## src/verilog/swpl_defines.vh

```
// Shared constants for the single-wire PWM packet loader
`ifndef SWPL_DEFINES_VH
`define SWPL_DEFINES_VH

// Packet layout in the 32-bit serial shift register
`define SWPL_PKT_W        32
`define SWPL_CMD_MSB      31
`define SWPL_CMD_LSB      24
`define SWPL_CH0_MSB      23
`define SWPL_CH0_LSB      16
`define SWPL_CH1_MSB      15
`define SWPL_CH1_LSB      8
`define SWPL_CH2_MSB      7
`define SWPL_CH2_LSB      0
`define SWPL_LVL_W        24
`define SWPL_CMD_WRITE    8'h3A

// Reset values
`define SWPL_SHREG_RST    32'h00000000
`define SWPL_LEVEL_RST    8'h00
`define SWPL_PWM_RST      8'h00

// Idle intervals as left shifts of the measured bit period
`define SWPL_EOS_SHIFT    2
`define SWPL_LAT_SHIFT    3

// Timing: clock period and accepted bit period range, in ns
`define SWPL_CLK_NS       20
`define SWPL_MIN_BIT_NS   1660
`define SWPL_MAX_BIT_NS   50000
`define SWPL_MIN_BIT_CYC  ((`SWPL_MIN_BIT_NS + `SWPL_CLK_NS - 1) / `SWPL_CLK_NS)
`define SWPL_MAX_BIT_CYC  (`SWPL_MAX_BIT_NS / `SWPL_CLK_NS)

// Default divider from the system clock to the grayscale clock
`define SWPL_GS_DIV       8

`endif

```

## src/verilog/swpl_fifo.v

```verilog
// Synchronous valid/ready FIFO carrying committed channel levels
`timescale 1ns/1ns
module swpl_fifo #(
  parameter WIDTH = 24,
  parameter DEPTH = 16,
  parameter AW    = 4
) (
  // Clock, reset, enable
  input  wire             clk_i,
  input  wire             rst_i,
  input  wire             en_i,
  // Fill side
  input  wire             in_valid_i,
  output wire             in_ready_o,
  input  wire [WIDTH-1:0] in_data_i,
  // Drain side
  output wire             out_valid_o,
  input  wire             out_ready_i,
  output wire [WIDTH-1:0] out_data_o
);

  reg [WIDTH-1:0] mem_q [0:DEPTH-1];
  reg [AW-1:0]    wr_ptr_q;
  reg [AW-1:0]    rd_ptr_q;
  reg [AW:0]      count_q;

  wire push = en_i & in_valid_i & in_ready_o;
  wire pop  = en_i & out_valid_o & out_ready_i;

  // Full and empty come straight from the occupancy count
  assign in_ready_o  = (count_q != DEPTH[AW:0]);
  assign out_valid_o = (count_q != {(AW+1){1'b0}});
  assign out_data_o  = mem_q[rd_ptr_q];

  // Storage has no reset; only the pointers and the count carry control state
  always @(posedge clk_i) begin
    if (push) begin
      mem_q[wr_ptr_q] <= in_data_i;
    end
  end

  // Pointers are AW bits wide and wrap at 2**AW, so DEPTH must equal 2**AW
  always @(posedge clk_i) begin
    if (rst_i) begin
      wr_ptr_q <= {AW{1'b0}};
      rd_ptr_q <= {AW{1'b0}};
      count_q  <= {(AW+1){1'b0}};
    end else begin
      if (push) begin
        wr_ptr_q <= wr_ptr_q + {{(AW-1){1'b0}}, 1'b1};
      end
      if (pop) begin
        rd_ptr_q <= rd_ptr_q + {{(AW-1){1'b0}}, 1'b1};
      end
      if (push & ~pop) begin
        count_q <= count_q + {{AW{1'b0}}, 1'b1};
      end else if (pop & ~push) begin
        count_q <= count_q - {{AW{1'b0}}, 1'b1};
      end
    end
  end

endmodule

```

## src/verilog/swpl_loader.v

```verilog
// Single-wire packet receiver, commit logic and 3-channel PWM generator
`timescale 1ns/1ns
`include "swpl_defines.vh"
module swpl_loader #(
  parameter CNT_W      = 16,
  parameter GS_DIV     = `SWPL_GS_DIV,
  parameter FIFO_DEPTH = 16,
  parameter FIFO_AW    = 4
) (
  // Clock, reset and enable
  input  wire             mclk_i,
  input  wire             rst_i,
  input  wire             ce_i,
  // Serial link
  input  wire             serial_line_in_i,
  output reg              serial_line_out_o,
  // Sink outputs, high means the channel sinks current
  output reg  [2:0]       sink_output_o,
  // Status
  output reg  [7:0]       channel0_level_o,
  output reg  [7:0]       channel1_level_o,
  output reg  [7:0]       channel2_level_o,
  output reg  [CNT_W-1:0] measured_bit_period_o,
  output reg              packet_end_marker_o
);

  // Receiver states
  localparam [3:0] ST_WAIT1 = 4'b0001;
  localparam [3:0] ST_WAIT2 = 4'b0010;
  localparam [3:0] ST_SHIFT = 4'b0100;
  localparam [3:0] ST_PASS  = 4'b1000;

  localparam [CNT_W-1:0] CNT_ONE = {{(CNT_W-1){1'b0}}, 1'b1};
  localparam [CNT_W-1:0] CNT_MAX = {CNT_W{1'b1}};
  localparam integer     GS_LAST_I = GS_DIV - 1;
  localparam [7:0]       GS_LAST   = GS_LAST_I[7:0];

  // Channel is on from count one while the count does not exceed its level
  function chan_on;
    input [7:0] cnt;
    input [7:0] lvl;
    begin
      chan_on = (cnt != 8'h00) && (cnt <= lvl);
    end
  endfunction

  // Saturating increment keeps idle counters from wrapping on long gaps
  function [CNT_W-1:0] sat_inc;
    input [CNT_W-1:0] v;
    begin
      sat_inc = (v == CNT_MAX) ? v : v + CNT_ONE;
    end
  endfunction

  // Input synchroniser and edge history
  reg                      sync1_q;
  reg                      sync2_q;
  reg                      sync3_q;
  // Receiver state
  reg  [3:0]               state_q;
  reg  [CNT_W-1:0]         bit_tmr_q;
  reg  [CNT_W-1:0]         low_cnt_q;
  reg  [CNT_W-1:0]         period_q;
  reg                      bit_open_q;
  reg                      bit_one_q;
  reg  [`SWPL_PKT_W-1:0]   shreg_q;
  // Commit hand-off toward the FIFO
  reg                      push_pend_q;
  reg  [`SWPL_LVL_W-1:0]   push_data_q;
  // PWM side
  reg  [7:0]               gs_div_q;
  reg  [7:0]               pwm_cnt_q;
  reg  [7:0]               lvl0_q;
  reg  [7:0]               lvl1_q;
  reg  [7:0]               lvl2_q;

  wire                     fifo_in_ready;
  wire                     fifo_out_valid;
  wire [`SWPL_LVL_W-1:0]   fifo_out_data;

  // Only the second and third flops are looked at, never the first
  wire rise      = sync2_q & ~sync3_q;
  wire line_low  = ~sync2_q;
  wire [CNT_W-1:0] half_per = period_q >> 1;
  wire [CNT_W-1:0] eos_len  = period_q << `SWPL_EOS_SHIFT;
  wire [CNT_W-1:0] lat_len  = period_q << `SWPL_LAT_SHIFT;

  // Idle detection is armed only once a period has been measured
  wire measured  = (state_q == ST_SHIFT) || (state_q == ST_PASS);
  wire eos_hit   = (state_q == ST_SHIFT) && line_low && (low_cnt_q == eos_len);
  wire lat_hit   = measured && line_low && (low_cnt_q == lat_len);
  wire cmd_ok    = (shreg_q[`SWPL_CMD_MSB:`SWPL_CMD_LSB] == `SWPL_CMD_WRITE);
  wire bit_close = bit_open_q && (bit_tmr_q == half_per);
  wire bit_new   = rise && (!bit_open_q || (bit_tmr_q >= half_per));
  wire gs_tick   = (gs_div_q == GS_LAST);
  wire load      = gs_tick & fifo_out_valid;

  // Two flops on the pin plus one more for the edge detector
  always @(posedge mclk_i) begin
    if (rst_i) begin
      sync1_q <= 1'b0;
      sync2_q <= 1'b0;
      sync3_q <= 1'b0;
    end else if (ce_i) begin
      sync1_q <= serial_line_in_i;
      sync2_q <= sync1_q;
      sync3_q <= sync2_q;
    end
  end

  // Low-time counter measures both idle intervals
  always @(posedge mclk_i) begin
    if (rst_i) begin
      low_cnt_q <= {CNT_W{1'b0}};
    end else if (ce_i) begin
      if (!line_low) begin
        low_cnt_q <= {CNT_W{1'b0}};
      end else begin
        low_cnt_q <= sat_inc(low_cnt_q);
      end
    end
  end

  // Receiver: period measurement, bit decode, lock and pass-through
  always @(posedge mclk_i) begin
    if (rst_i) begin
      state_q    <= ST_WAIT1;
      bit_tmr_q  <= {CNT_W{1'b0}};
      period_q   <= {CNT_W{1'b0}};
      bit_open_q <= 1'b0;
      bit_one_q  <= 1'b0;
      shreg_q    <= `SWPL_SHREG_RST;
    end else if (ce_i) begin
      bit_tmr_q <= sat_inc(bit_tmr_q);
      case (state_q)
        ST_WAIT1: begin
          bit_open_q <= 1'b0;
          if (rise) begin
            bit_tmr_q <= {CNT_W{1'b0}};
            state_q   <= ST_WAIT2;
          end
        end
        ST_WAIT2: begin
          // Gap between the first two edges becomes the bit period
          if (rise) begin
            period_q   <= sat_inc(bit_tmr_q);
            shreg_q    <= {shreg_q[`SWPL_PKT_W-2:0], 1'b0};
            bit_tmr_q  <= {CNT_W{1'b0}};
            bit_open_q <= 1'b1;
            bit_one_q  <= 1'b0;
            state_q    <= ST_SHIFT;
          end
        end
        ST_SHIFT: begin
          if (lat_hit) begin
            bit_open_q <= 1'b0;
            state_q    <= ST_WAIT1;
          end else if (eos_hit) begin
            bit_open_q <= 1'b0;
            state_q    <= ST_PASS;
          end else begin
            // A closing bit and a new start may meet in the same cycle
            if (bit_close) begin
              shreg_q <= {shreg_q[`SWPL_PKT_W-2:0], bit_one_q};
            end
            if (bit_new) begin
              bit_tmr_q  <= {CNT_W{1'b0}};
              bit_open_q <= 1'b1;
              bit_one_q  <= 1'b0;
            end else if (rise) begin
              bit_one_q  <= 1'b1;
            end else if (bit_close) begin
              bit_open_q <= 1'b0;
            end
          end
        end
        ST_PASS: begin
          // Shift register stays frozen; only the commit idle ends this
          if (lat_hit) begin
            state_q <= ST_WAIT1;
          end
        end
        default: begin
          state_q <= ST_WAIT1;
        end
      endcase
    end
  end

  // Commit request waits here while the FIFO is full; a newer commit
  // replaces an unaccepted one, since only the latest levels matter
  always @(posedge mclk_i) begin
    if (rst_i) begin
      push_pend_q <= 1'b0;
      push_data_q <= {`SWPL_LVL_W{1'b0}};
    end else if (ce_i) begin
      if (lat_hit && cmd_ok) begin
        push_pend_q <= 1'b1;
        push_data_q <= shreg_q[`SWPL_CH0_MSB:`SWPL_CH2_LSB];
      end else if (fifo_in_ready) begin
        push_pend_q <= 1'b0;
      end
    end
  end

  swpl_fifo #(
    .WIDTH (`SWPL_LVL_W),
    .DEPTH (FIFO_DEPTH),
    .AW    (FIFO_AW)
  ) u_fifo (
    .clk_i       (mclk_i),
    .rst_i       (rst_i),
    .en_i        (ce_i),
    .in_valid_i  (push_pend_q),
    .in_ready_o  (fifo_in_ready),
    .in_data_i   (push_data_q),
    .out_valid_o (fifo_out_valid),
    .out_ready_i (gs_tick),
    .out_data_o  (fifo_out_data)
  );

  // Grayscale clock divider; levels are only taken on its tick
  always @(posedge mclk_i) begin
    if (rst_i) begin
      gs_div_q <= 8'h00;
    end else if (ce_i) begin
      if (gs_tick) begin
        gs_div_q <= 8'h00;
      end else begin
        gs_div_q <= gs_div_q + 8'h01;
      end
    end
  end

  // Level latch and PWM counter
  always @(posedge mclk_i) begin
    if (rst_i) begin
      lvl0_q    <= `SWPL_LEVEL_RST;
      lvl1_q    <= `SWPL_LEVEL_RST;
      lvl2_q    <= `SWPL_LEVEL_RST;
      pwm_cnt_q <= `SWPL_PWM_RST;
    end else if (ce_i) begin
      if (load) begin
        lvl0_q    <= fifo_out_data[`SWPL_CH0_MSB:`SWPL_CH0_LSB];
        lvl1_q    <= fifo_out_data[`SWPL_CH1_MSB:`SWPL_CH1_LSB];
        lvl2_q    <= fifo_out_data[`SWPL_CH2_MSB:`SWPL_CH2_LSB];
        pwm_cnt_q <= `SWPL_PWM_RST;
      end else if (gs_tick) begin
        pwm_cnt_q <= pwm_cnt_q + 8'h01;
      end
    end
  end

  // Registered sink outputs, forced off in the load cycle
  always @(posedge mclk_i) begin
    if (rst_i) begin
      sink_output_o <= 3'b000;
    end else if (ce_i) begin
      if (load) begin
        sink_output_o <= 3'b000;
      end else begin
        sink_output_o[0] <= chan_on(pwm_cnt_q, lvl0_q);
        sink_output_o[1] <= chan_on(pwm_cnt_q, lvl1_q);
        sink_output_o[2] <= chan_on(pwm_cnt_q, lvl2_q);
      end
    end
  end

  // Pass-through to the next device and status mirrors
  always @(posedge mclk_i) begin
    if (rst_i) begin
      serial_line_out_o     <= 1'b0;
      packet_end_marker_o   <= 1'b0;
      channel0_level_o      <= `SWPL_LEVEL_RST;
      channel1_level_o      <= `SWPL_LEVEL_RST;
      channel2_level_o      <= `SWPL_LEVEL_RST;
      measured_bit_period_o <= {CNT_W{1'b0}};
    end else if (ce_i) begin
      // Output is low unless locked, so the next device sees idle
      serial_line_out_o     <= (state_q == ST_PASS) & sync2_q;
      packet_end_marker_o   <= (state_q == ST_PASS);
      channel0_level_o      <= lvl0_q;
      channel1_level_o      <= lvl1_q;
      channel2_level_o      <= lvl2_q;
      measured_bit_period_o <= period_q;
    end
  end

endmodule

```

## config.mk

```make
export PLATFORM = sky130hd
export DESIGN_NAME = swpl_loader
export DESIGN_NICKNAME = d
export VERILOG_FILES = /design/src/verilog/swpl_fifo.v /design/src/verilog/swpl_loader.v
export VERILOG_INCLUDE_DIRS = /design/src /design/src/verilog
export SDC_FILE = /design/constraint.sdc
export NUM_CORES = 1
export LEC_CHECK = 0
export ABC_AREA = 1
export BUFFER_PORTS_ARGS = -buffer_cell sky130_fd_sc_hd__buf_2
export CELL_PAD_IN_SITES_DETAIL_PLACEMENT = 1
export CELL_PAD_IN_SITES_GLOBAL_PLACEMENT = 1
export CORE_MARGIN = 2
export CORE_UTILIZATION = 45
export DETAILED_ROUTE_END_ITERATION = 16
export PLACE_DENSITY = 0.73
export SYNTH_ARGS = -nofsm -noshare
export SYNTH_HDL_FRONTEND = slang
export SYNTH_SLANG_ARGS = --single-unit
```

## constraint.sdc

```tcl
create_clock -name mclk_i -period 2.3 [get_ports mclk_i]
set_input_delay 0.23 -clock mclk_i [delete_from_list [all_inputs] [get_ports mclk_i]]
set_output_delay 0.23 -clock mclk_i [all_outputs]
set_load 0.02 [all_outputs]
```

==> impl_metrics.csv, run 1 <==
group,metric,value,unit
logic_synthesis,synth_top_family_by_area,"compound AO/OA/AOI/OAI gates",
worst_hold_path,hp-start,"ce_i",
floorplan,dieArea,57500,um2
pwr,total_power,22700,uW
placement,dpl.hpwl,44900,um
run,cap_violations,0,
drt,drc,0,
layout,fin_area,29500,um2
timing,post-route-min-period,2.37,ns
worst_setup_path,critPathMaxFanout,4,
pwr,powerDensity,771,nW/um2
worst_setup_path,critPathMaxStageDelay,0.37,ns
layout,synthToLayoutAreaGrowth,17.9,%
pwr,p_leak,0.0107,uW
worst_setup_path,required,2.84,ns
logic_synthesis,synthXorXnorAreaFrac,0.00665,
global_route,antenna_found_initial,0,
drt,drt-total-wl,76400,um
timing,setup_viol,2,
worst_setup_path,rr_worst_depth,15,
layout,multiInputGateArea,8250,um2
status,status,"finished, violations left",
global_route,grt_max_degree,107,
pwr,peakVddDrop,0.580,mV
worst_setup_path,worst_setup_path_end_kind,"flop",
drt,wl_per_cell,23.1,um
worst_hold_path,min_path_cells,4,
logic_synthesis,yosys.area_share.adder,0.0278,
cts,clock_latency,0.65,ns
drt,via_count,19142,
global_route,grt_pass1_vias,20016,
placement,gp_congestion,0.850,
cts,cts_buffers,61,
floorplan,io_pins,49,
pwr,p_sw_frac,0.219,
logic_synthesis,syn_inst,2425,
worst_setup_path,r2r-end,"u_fifo.count_q[3]",
logic_synthesis,synth_compound_area_frac,0.157,
cts,root_buffer,"clkbuf_16",
floorplan,core_area,55000,um2
cts,clock_path_buffers,3,
timing,fin_crit_sh,1.03,
worst_setup_path,reg2reg_from,"gs_div_q[1]",
worst_setup_path,crit_buf_inv,3,
worst_setup_path,worst_path_dominant_cell_family,"simple AND/OR/NAND/NOR gates",
timing,hold_violations,0,
placement,numPortBuffers,48,
timing,rsz0062_at_grt,"yes",
placement,dp_slack,-0.0498,ns
logic_synthesis,synthSimpleGateAreaFrac,0.120,
layout,n_antenna_cell,0,
floorplan,row_count,86,
worst_setup_path,crit_start,"gs_div_q[1]",
worst_setup_path,crit_chain,"ha_4 > nand3_2 > nor2_1 > inv_1 > nor2_4 > nand2_2 > ha_4 > inv_6 > ha_4 > nand2_4 > nor2_2 > a211oi_2 > xnor2_1 > o21ai_1 > inv_1",
worst_setup_path,crit_top_cell,"ha_4",
layout,final_cell_mix,"edfxtp_1 (384), nor2_1 (294), o21ai_0 (291), nand2_1 (231), inv_1 (198)",
worst_setup_path,crit_arrival,2.90,ns
drt,drt_pre_antenna_iters,5,
worst_hold_path,hold_end,"gs_div_q[0]",
timing,fmax,423,MHz
pwr,p_comb_frac,0.035,
pwr,clock_power_share,0.463,
layout,drive_gt1_frac,0.154,
layout,nets,2571,
drt,viasPerCell,5.78,
worst_setup_path,slowest_stage,"dfxtp_4",
cts,htree_levels,2,
timing,whs,0.134,ns
floorplan,die_w,240,um
logic_synthesis,syn_area,25000,um2
timing,slew_violations,0,
worst_setup_path,rrSetupSlack,-0.07,ns
pwr,power.switching,4970,uW
logic_synthesis,synthMuxAreaShare,0,
worst_setup_path,start_kind,"flop",
layout,regArea,15800,um2
status,violations,"negative setup slack",
timing,fin_ws,-0.0665,ns
global_route,grt_usage,0.263,
drt,drtIter0Drc,1338,
layout,final_common_cell,"edfxtp_1",
pwr,pwr-share-seq,0.503,
logic_synthesis,syn-num-nets,2484,
logic_synthesis,ys_seq_area_frac,0.631,
layout,fin_util,0.536,
logic_synthesis,postSynthAreaPerCell,10.3,um2
cts,cts_tree,"done",
layout,fill_cells,5882,
timing,tightest_slew,0.688,ns
pwr,intPower,17800,uW
placement,postPlaceCellArea,26800,um2
floorplan,start_util,0.455,
drt,antenna_left,0,
worst_setup_path,path_class,"flop to flop",
floorplan,die_h,240,um
timing,relSlewSlack,0.541,
timing,clock-skew-final,0.0300,ns
global_route,gr-total-overflow,0,
cts,clk_pin_slew,0.06,ns
logic_synthesis,synth_warnings,0,
cts,cts_sinks,596,
logic_synthesis,synth.distinct_cells,43,
global_route,grt_pass1_wl,116000,um
worst_hold_path,hp-class,"input port to flop",
logic_synthesis,ys_ff_latch,596,
-- tightest hold or removal path, cell delays in order --
cell and delay [ns]:
buf_2 0.16, buf_4 0.18, nor2_1 0.10, nor3b_1 0.05
-- power groups by stage --
| stage | combinational (uW) | sequential [uW] | clock (uW) |
|---|---|---|---|
| final | 787 | 11400 | 10500 |
| after global routing | 870 | 11400 | 11100 |
| after CTS | 727 | 11400 | 10700 |
| after detailed placement | 681 | 11600 | 0 |
| after global placement | 660 | 11600 | 0 |
| after floorplan | 441 | 11700 | 0 |
-- metal layers --
metal,track usage,vias to the layer above,wire length [um]
li1,-,8741,-
met1,0.327,9692,30800
met2,0.464,545,38700
met3,0.0372,164,3930
met4,0.0994,0,2890
met5,0,-,0
-- worst max-delay path by stage --
stage	to	slack (ns)	cells past startpoint
after floorplan	u_fifo.count_q[4]	-0.03	15
after global placement	u_fifo.count_q[4]	0.04	14
after detailed placement	shreg_q[18]	-0.05	12
after CTS	shreg_q[16]	-0.01	10
after global routing	u_fifo.count_q[3]	-0.22	15
final	u_fifo.count_q[3]	-0.07	15
-- registers in the layout, summed over array words and instances, names as in the netlist, 16 cells and up --
name                   flops
u_fifo.mem_q             384
period_q                  16
measured_bit_period_o     16
bit_tmr_q                 16
push_data_q               24
shreg_q                   32
low_cnt_q                 16
-- cell usage after synthesis (all sizes together) --
library cell | n | area (um2)
o22ai | 9 | 56.3
o21bai | 1 | 7.51
dfxtp | 212 | 4240
o21ai | 333 | 1670
o21a | 1 | 7.51
o211ai | 33 | 248
xnor2 | 5 | 43.8
nor4 | 3 | 18.8
edfxtp | 384 | 11500
nand2 | 239 | 912
xor2 | 14 | 123
o221a | 1 | 11.3
buf | 37 | 221
nand3b | 2 | 15.0
nand4 | 12 | 75.1
nor3 | 23 | 125
a21oi | 172 | 861
nor3b | 3 | 22.5
and3 | 1 | 6.26
o221ai | 88 | 771
inv | 228 | 856
nor2 | 328 | 1260
a21o | 2 | 15.0
ha | 54 | 676
clkinv | 2 | 7.51
a41oi | 2 | 17.5
a211oi | 29 | 263
fa | 1 | 20.0
clkbuf | 99 | 375
nand3 | 107 | 558
-- timing repair --
action	in CTS	in global routing
gates resized for setup	46	46
setup buffers	9	9
pin swaps	7	24
endpoints found under the setup margin	29	54
hold buffers	2	0
hold endpoints to repair	5	0
cloned	2	2
-- kinds of logic after synthesis --
family	Yosys count
AO/OA/AOI/OAI	671
AND/OR/NAND/NOR	718
adder cells (fa/ha/maj)	55
buffers and inverters	366
flip-flops	596
XOR/XNOR	19
-- per-stage QoR --
stage,instances,TNS (ns)
5_1_grt,3312,-0.586
2_1_floorplan,2425,-0.0283
3_3_place_gp,3174,0
6_report,3312,-0.103
4_1_cts,3302,-0.0276
3_5_place_dp,3174,-0.259
-- layout make-up --
cell class | instances | area share
Clock inverter | 26 | 0.0120
Multi-Input combinational cell | 1464 | 0.280
Tap cell | 748 | 0.0317
Timing Repair Buffer | 159 | 0.0507
Clock buffer | 89 | 0.0604
Inverter | 230 | 0.0296
Sequential cell | 596 | 0.536
No activity file was read; power rests on OpenSTA's default activity.
==> inputs of run 2 (changes only) <==
--- a/config.mk
+++ b/config.mk
@@ -13,5 +13,5 @@
 export CORE_MARGIN = 2
-export CORE_UTILIZATION = 45
+export CORE_UTILIZATION = 35
 export DETAILED_ROUTE_END_ITERATION = 16
-export PLACE_DENSITY = 0.73
+export PLACE_DENSITY = 0.59
 export SYNTH_ARGS = -nofsm -noshare
==> constraint.sdc (replaced) <==
create_clock -name mclk_i -period 2.3 [get_ports mclk_i]
set_input_delay 0.345 -clock mclk_i [delete_from_list [all_inputs] [get_ports mclk_i]]
set_output_delay 0.345 -clock mclk_i [all_outputs]
set_load 0.02 [all_outputs]
==> run 2 against run 1 <==
Compared with the run above:
- the run now ends clean
- global-route usage is 5.6 points lower
- cell count up 6.7%
- hold slack worse by 0.064 ns
- first-iteration DRC count decreased by 16%
- combinational power decreased by 4.2%
- die area is 28% higher
- critical path depth is the same
- via count down 3.0%
- largest power group unchanged
- highest routed layer unchanged
==> impl_metrics.csv, run 2 (synthesis results as in run 1) <==
group,metric,value,unit
layout,n_antenna_cell,0,
global_route,grt_pass1_vias,19222,
global_route,grt_max_degree,95,
global_route,antenna_found_initial,1,
drt,viasPerCell,5.25,
worst_setup_path,required,2.80,ns
drt,wl_per_cell,21.9,um
global_route,grt_usage,0.207,
cts,root_buffer,"clkbuf_16",
timing,hold_violations,0,
timing,slew_violations,0,
global_route,gr-total-overflow,0,
pwr,powerDensity,767,nW/um2
layout,largest_reg_flops,384,
drt,drtIter0Drc,1126,
pwr,peakVddDrop,0.441,mV
floorplan,core_area,71100,um2
drt,via_count,18568,
global_route,grt_pass1_wl,117000,um
worst_setup_path,path_class,"flop to flop",
worst_hold_path,hp-class,"input port to flop",
floorplan,die_h,271,um
cts,cts_sinks,596,
worst_setup_path,start_kind,"flop",
cts,clock_latency,0.62,ns
cts,clk_pin_slew,0.06,ns
timing,clock-skew-final,0.0224,ns
floorplan,dieArea,73600,um2
placement,gp_congestion,0.828,
timing,fmax,455,MHz
cts,htree_levels,3,
timing,tightest_slew,0.692,ns
worst_setup_path,rrSetupSlack,0.10,ns
floorplan,die_w,271,um
layout,final_common_cell,"edfxtp_1",
cts,cts_buffers,68,
status,status,"completed",
run,cap_violations,0,
layout,instances_no_fill,3535,
layout,fin_util,0.420,
timing,rsz0062_at_grt,"yes",
layout,nets,2591,
pwr,p_leak,0.0108,uW
timing,post-route-min-period,2.20,ns
drt,drt_pre_antenna_iters,5,
placement,numPortBuffers,48,
worst_setup_path,worst_setup_path_end_kind,"flop",
placement,dpl.hpwl,47900,um
floorplan,io_pins,49,
worst_setup_path,critPathMaxFanout,4,
layout,final_cell_mix,"edfxtp_1 (384), nor2_1 (297), o21ai_0 (291), nand2_1 (232)",
floorplan,start_util,0.352,
layout,drive_gt1_frac,0.147,
timing,setup_viol,0,
drt,drc,0,
timing,tns,0,ns
floorplan,row_count,98,
drt,antenna_left,0,
timing,fin_crit_sh,0.956,
placement,dp.cells,3398,
worst_setup_path,crit_arrival,2.70,ns
layout,regMostFlops,"u_fifo.mem_q",
timing,relSlewSlack,0.538,
drt,drt-total-wl,77300,um
cts,cts_tree,"done",
layout,reg_top3,"u_fifo.mem_q x384, shreg_q x32, push_data_q x24",
layout,synthToLayoutAreaGrowth,19.4,%
cts,clock_path_buffers,3,
run 2: cell types whose count changed in the layout (fill, tap and decap cells not counted), sizes merged:
cell / before / now
clkbuf: 90 / 100
inv: 230 / 232
buf: 156 / 168
bufinv: 7 / 4
clkinvlp: 0 / 1
dlygate4sd3: 2 / 1
run 2: final timing paths:
check | endpoint | cells past startpoint | start
worst max-delay path | u_fifo.count_q[3] | 15 | gs_div_q[1]
worst min-delay path | state_q[2] | 2 | rst_i
worst max register to register | u_fifo.count_q[3] | 15 | gs_div_q[1]
worst min register to register | shreg_q[31] | 2 | shreg_q[31]
run 2: where the power goes:
part	switching, uW	total [uW]	internal [uW]
clock	4500	10700	6210
sequential	80.2	11400	11300
combinational	523	754	230
run 2: what timing repair did:
item | CTS | global route
endpoints found under the hold margin | 1 | 0
gates resized for setup | 5 | 57
setup endpoints to repair | 2 | 51
pin swaps | 0 | 17
hold buffers | 1 | 0
buffers inserted | 5 | 2
gates cloned | 0 | 6
run 2: through the flow:
step / area, um2 / hold WS (ns) / setup slack (ns) / power [uW]
final: 29900 / 0.0695 / 0.101 / 22900
after global routing: 29900 / 0.0623 / -0.0420 / 23600
after global placement: 27300 / 0.442 / -0.0304 / 12300
after floorplan: 25000 / 0.427 / -0.0974 / 12100
after detailed placement: 27300 / 0.453 / -0.0803 / 12300
after CTS: 29600 / 0.0463 / 0.0234 / 23100
run 2: per-layer routing:
layer	up-vias	global-route usage	wire, um
met3	106	0.0283	2370
met5	-	0	0
met2	293	0.367	38800
met1	9382	0.261	33900
li1	8787	-	-
met4	0	0.0643	2230
run 2: cell type report:
cell class / instances / area [um2]
fill: 7833 / 41300
sequential: 596 / 15800
tap: 950 / 1190
multi-input combinational: 1464 / 8090
inverter: 230 / 871
clock buffer: 97 / 1880
clock inverter: 26 / 295
timing repair buffer: 172 / 1730
run 2: critical path: stages (launching register included):
cell and delay, ns:
dfxtp_2 0.35, ha_4 0.15, nand3_2 0.08, nor2_2 0.10
inv_2 0.06, nor2_4 0.11, nand2_2 0.08, ha_4 0.18
inv_4 0.07, buf_6 0.10, ha_4 0.20, buf_4 0.13
a211oi_2 0.20, xnor2_1 0.11, o21ai_1 0.13, inv_1 0.05
==> inputs of run 3 (changes only) <==
- PLACE_DENSITY: 0.59 -> 0.57
- clock period: 2.3 -> 2.5 ns (I/O delays scaled with it)
==> run 3 against run 2 <==
Compared with the run above:
- combinational power is 18% lower
- count of clock-buffer cells in the layout down 1
- non-clock buffer count is 37 lower
- fmax shrank 5.1%
- clock power down 7%
- total power fell by 8.1%
- hold slack got worse by 0.024 ns
- critical path depth fell by 1
- cell count down 1.0%
- sequential power down 8%
- critical path type unchanged
- largest power group unchanged
- highest routed layer unchanged
==> impl_metrics.csv, run 3 (synthesis results as in run 1) <==
group,metric,value,unit
cts,clk_pin_slew,0.06,ns
worst_setup_path,reg2reg_from,"gs_div_q[0]",
placement,numPortBuffers,48,
timing,fmax,432,MHz
layout,reg_top3,"u_fifo.mem_q x384, shreg_q x32, push_data_q x24",
timing,slew_violations,0,
placement,dpl.hpwl,48300,um
drt,viasPerCell,5.27,
floorplan,die_h,271,um
drt,drt-total-wl,76100,um
drt,met3WireLength,2450,um
layout,synthToLayoutAreaGrowth,17.0,%
layout,fill_cells,7809,
timing,relSlewSlack,0.474,
drt,antenna_left,0,
timing,post-route-min-period,2.32,ns
timing,setup_viol,0,
worst_setup_path,worst_setup_path_end_kind,"flop",
cts,clock_path_buffers,3,
drt,drtIter0Drc,1154,
placement,gp_congestion,0.824,
layout,regMostFlops,"u_fifo.mem_q",
pwr,p_leak,0.0106,uW
worst_hold_path,hold_end,"state_q[2]",
pwr,powerDensity,719,nW/um2
pwr,peakVddDrop,0.434,mV
global_route,grt_max_degree,99,
timing,clock-skew-final,0.0187,ns
worst_setup_path,rr_worst_depth,14,
drt,via_count,18435,
drt,drt_pre_antenna_iters,5,
worst_setup_path,path_class,"flop to flop",
timing,rsz0062_at_grt,"no",
drt,met2_length,36300,um
worst_hold_path,hp-class,"input port to flop",
layout,nets,2553,
global_route,grt_pass1_wl,117000,um
timing,tns,0,ns
global_route,gr-total-overflow,0,
floorplan,start_util,0.352,
floorplan,core_area,71100,um2
drt,routed.top_layer,"met4",
floorplan,die_w,271,um
timing,fin_crit_sh,0.927,
cts,cts_sinks,596,
global_route,grt_usage,0.207,
timing,tightest_slew,0.789,ns
worst_setup_path,start_kind,"flop",
pwr,total_power,21000,uW
floorplan,dieArea,73600,um2
layout,drive_gt1_frac,0.125,
timing,hold_violations,0,
worst_setup_path,rrSetupSlack,0.18,ns
cts,root_buffer,"clkbuf_16",
global_route,grt_pass1_vias,19483,
global_route,antenna_found_initial,0,
floorplan,io_pins,49,
worst_setup_path,critPathMaxFanout,4,
worst_setup_path,crit_arrival,2.84,ns
worst_setup_path,r2r-end,"u_fifo.count_q[4]",
cts,htree_levels,3,
worst_hold_path,hp-start,"rst_i",
drt,wl_met1,34400,um
cts,cts_tree,"done",
cts,cts_buffers,68,
run,cap_violations,0,
floorplan,row_count,98,
drt,drc,0,
worst_setup_path,required,3.02,ns
cts,clock_latency,0.61,ns
layout,largest_reg_flops,384,
layout,n_antenna_cell,0,
layout,final_common_cell,"edfxtp_1",
status,status,"completed",
worst_hold_path,min_path_cells,2,
layout,final_cell_mix,"edfxtp_1 (384), nor2_1 (303), o21ai_0 (294), nand2_1 (237), dfxtp_1 (208)",
drt,wl_per_cell,21.7,um
run 3: final cells by class:
cell class,count,area (um2),share of cell area
inverter,230,871,0.0297
tap,950,1190,0.0406
timing repair buffer,135,1270,0.0435
sequential,596,15800,0.539
clock inverter,29,277,0.00945
multi-input combinational,1463,7950,0.271
clock buffer,96,1940,0.0661
run 3: worst max-delay path, cell delays in order (launching register included):
cell and delay [ns]:
dfxtp_1 0.32, ha_2 0.20, nand3_1 0.08, nor2_1 0.05
inv_1 0.10, nor2_4 0.04, nand2_1 0.08, ha_2 0.22
inv_4 0.06, fa_2 0.40, a21o_1 0.19, a21oi_1 0.16
xor2_1 0.16, nand2_1 0.06, a21oi_1 0.11
run 3: how the worst max path moves through the flow:
stage / slack [ns] / from / cells past startpoint / endpoint
detailed placement: 0.008 / gs_div_q[1] / 15 / u_fifo.count_q[3]
CTS: 0.04 / gs_div_q[0] / 14 / u_fifo.count_q[4]
floorplan: 0.002 / gs_div_q[0] / 15 / u_fifo.count_q[4]
finish: 0.18 / gs_div_q[0] / 14 / u_fifo.count_q[4]
global placement: 0.06 / gs_div_q[0] / 15 / u_fifo.count_q[3]
global route: 0.02 / gs_div_q[1] / 15 / u_fifo.count_q[3]
run 3: repair_timing:
| action | in CTS | in global routing |
|---|---|---|
| endpoints found under the hold margin | 1 | 0 |
| gates resized for setup | 1 | 12 |
| buffers inserted | 0 | 0 |
| setup endpoints to repair | 1 | 10 |
| pin swaps | 0 | 1 |
| hold buffers | 1 | 0 |
run 3: metrics by stage:
step	cells	worst slack, ns	util	area [um2]	hold slack, ns
finish	3499	0.184	0.412	29300	0.0458
global route	3499	0.0245	0.412	29300	0.0424
CTS	3499	0.0416	0.411	29200	0.0211
detailed placement	3373	0.00816	0.380	27000	0.457
global placement	3373	0.0562	0.380	27000	0.440
floorplan	2425	0.00204	-	25000	0.427
run 3: routing by layer:
layer / up-vias / global-route usage
met1: 9323 / 0.268
met5: - / 0
met4: 0 / 0.0875
li1: 8705 / -
met2: 266 / 0.347
met3: 141 / 0.0285
run 3: report_power, final:
group	switching [uW]	internal, uW	leakage [uW]
sequential	70.1	10400	0.00528
clock	4070	5850	0.00109
combinational	439	183	0.00420
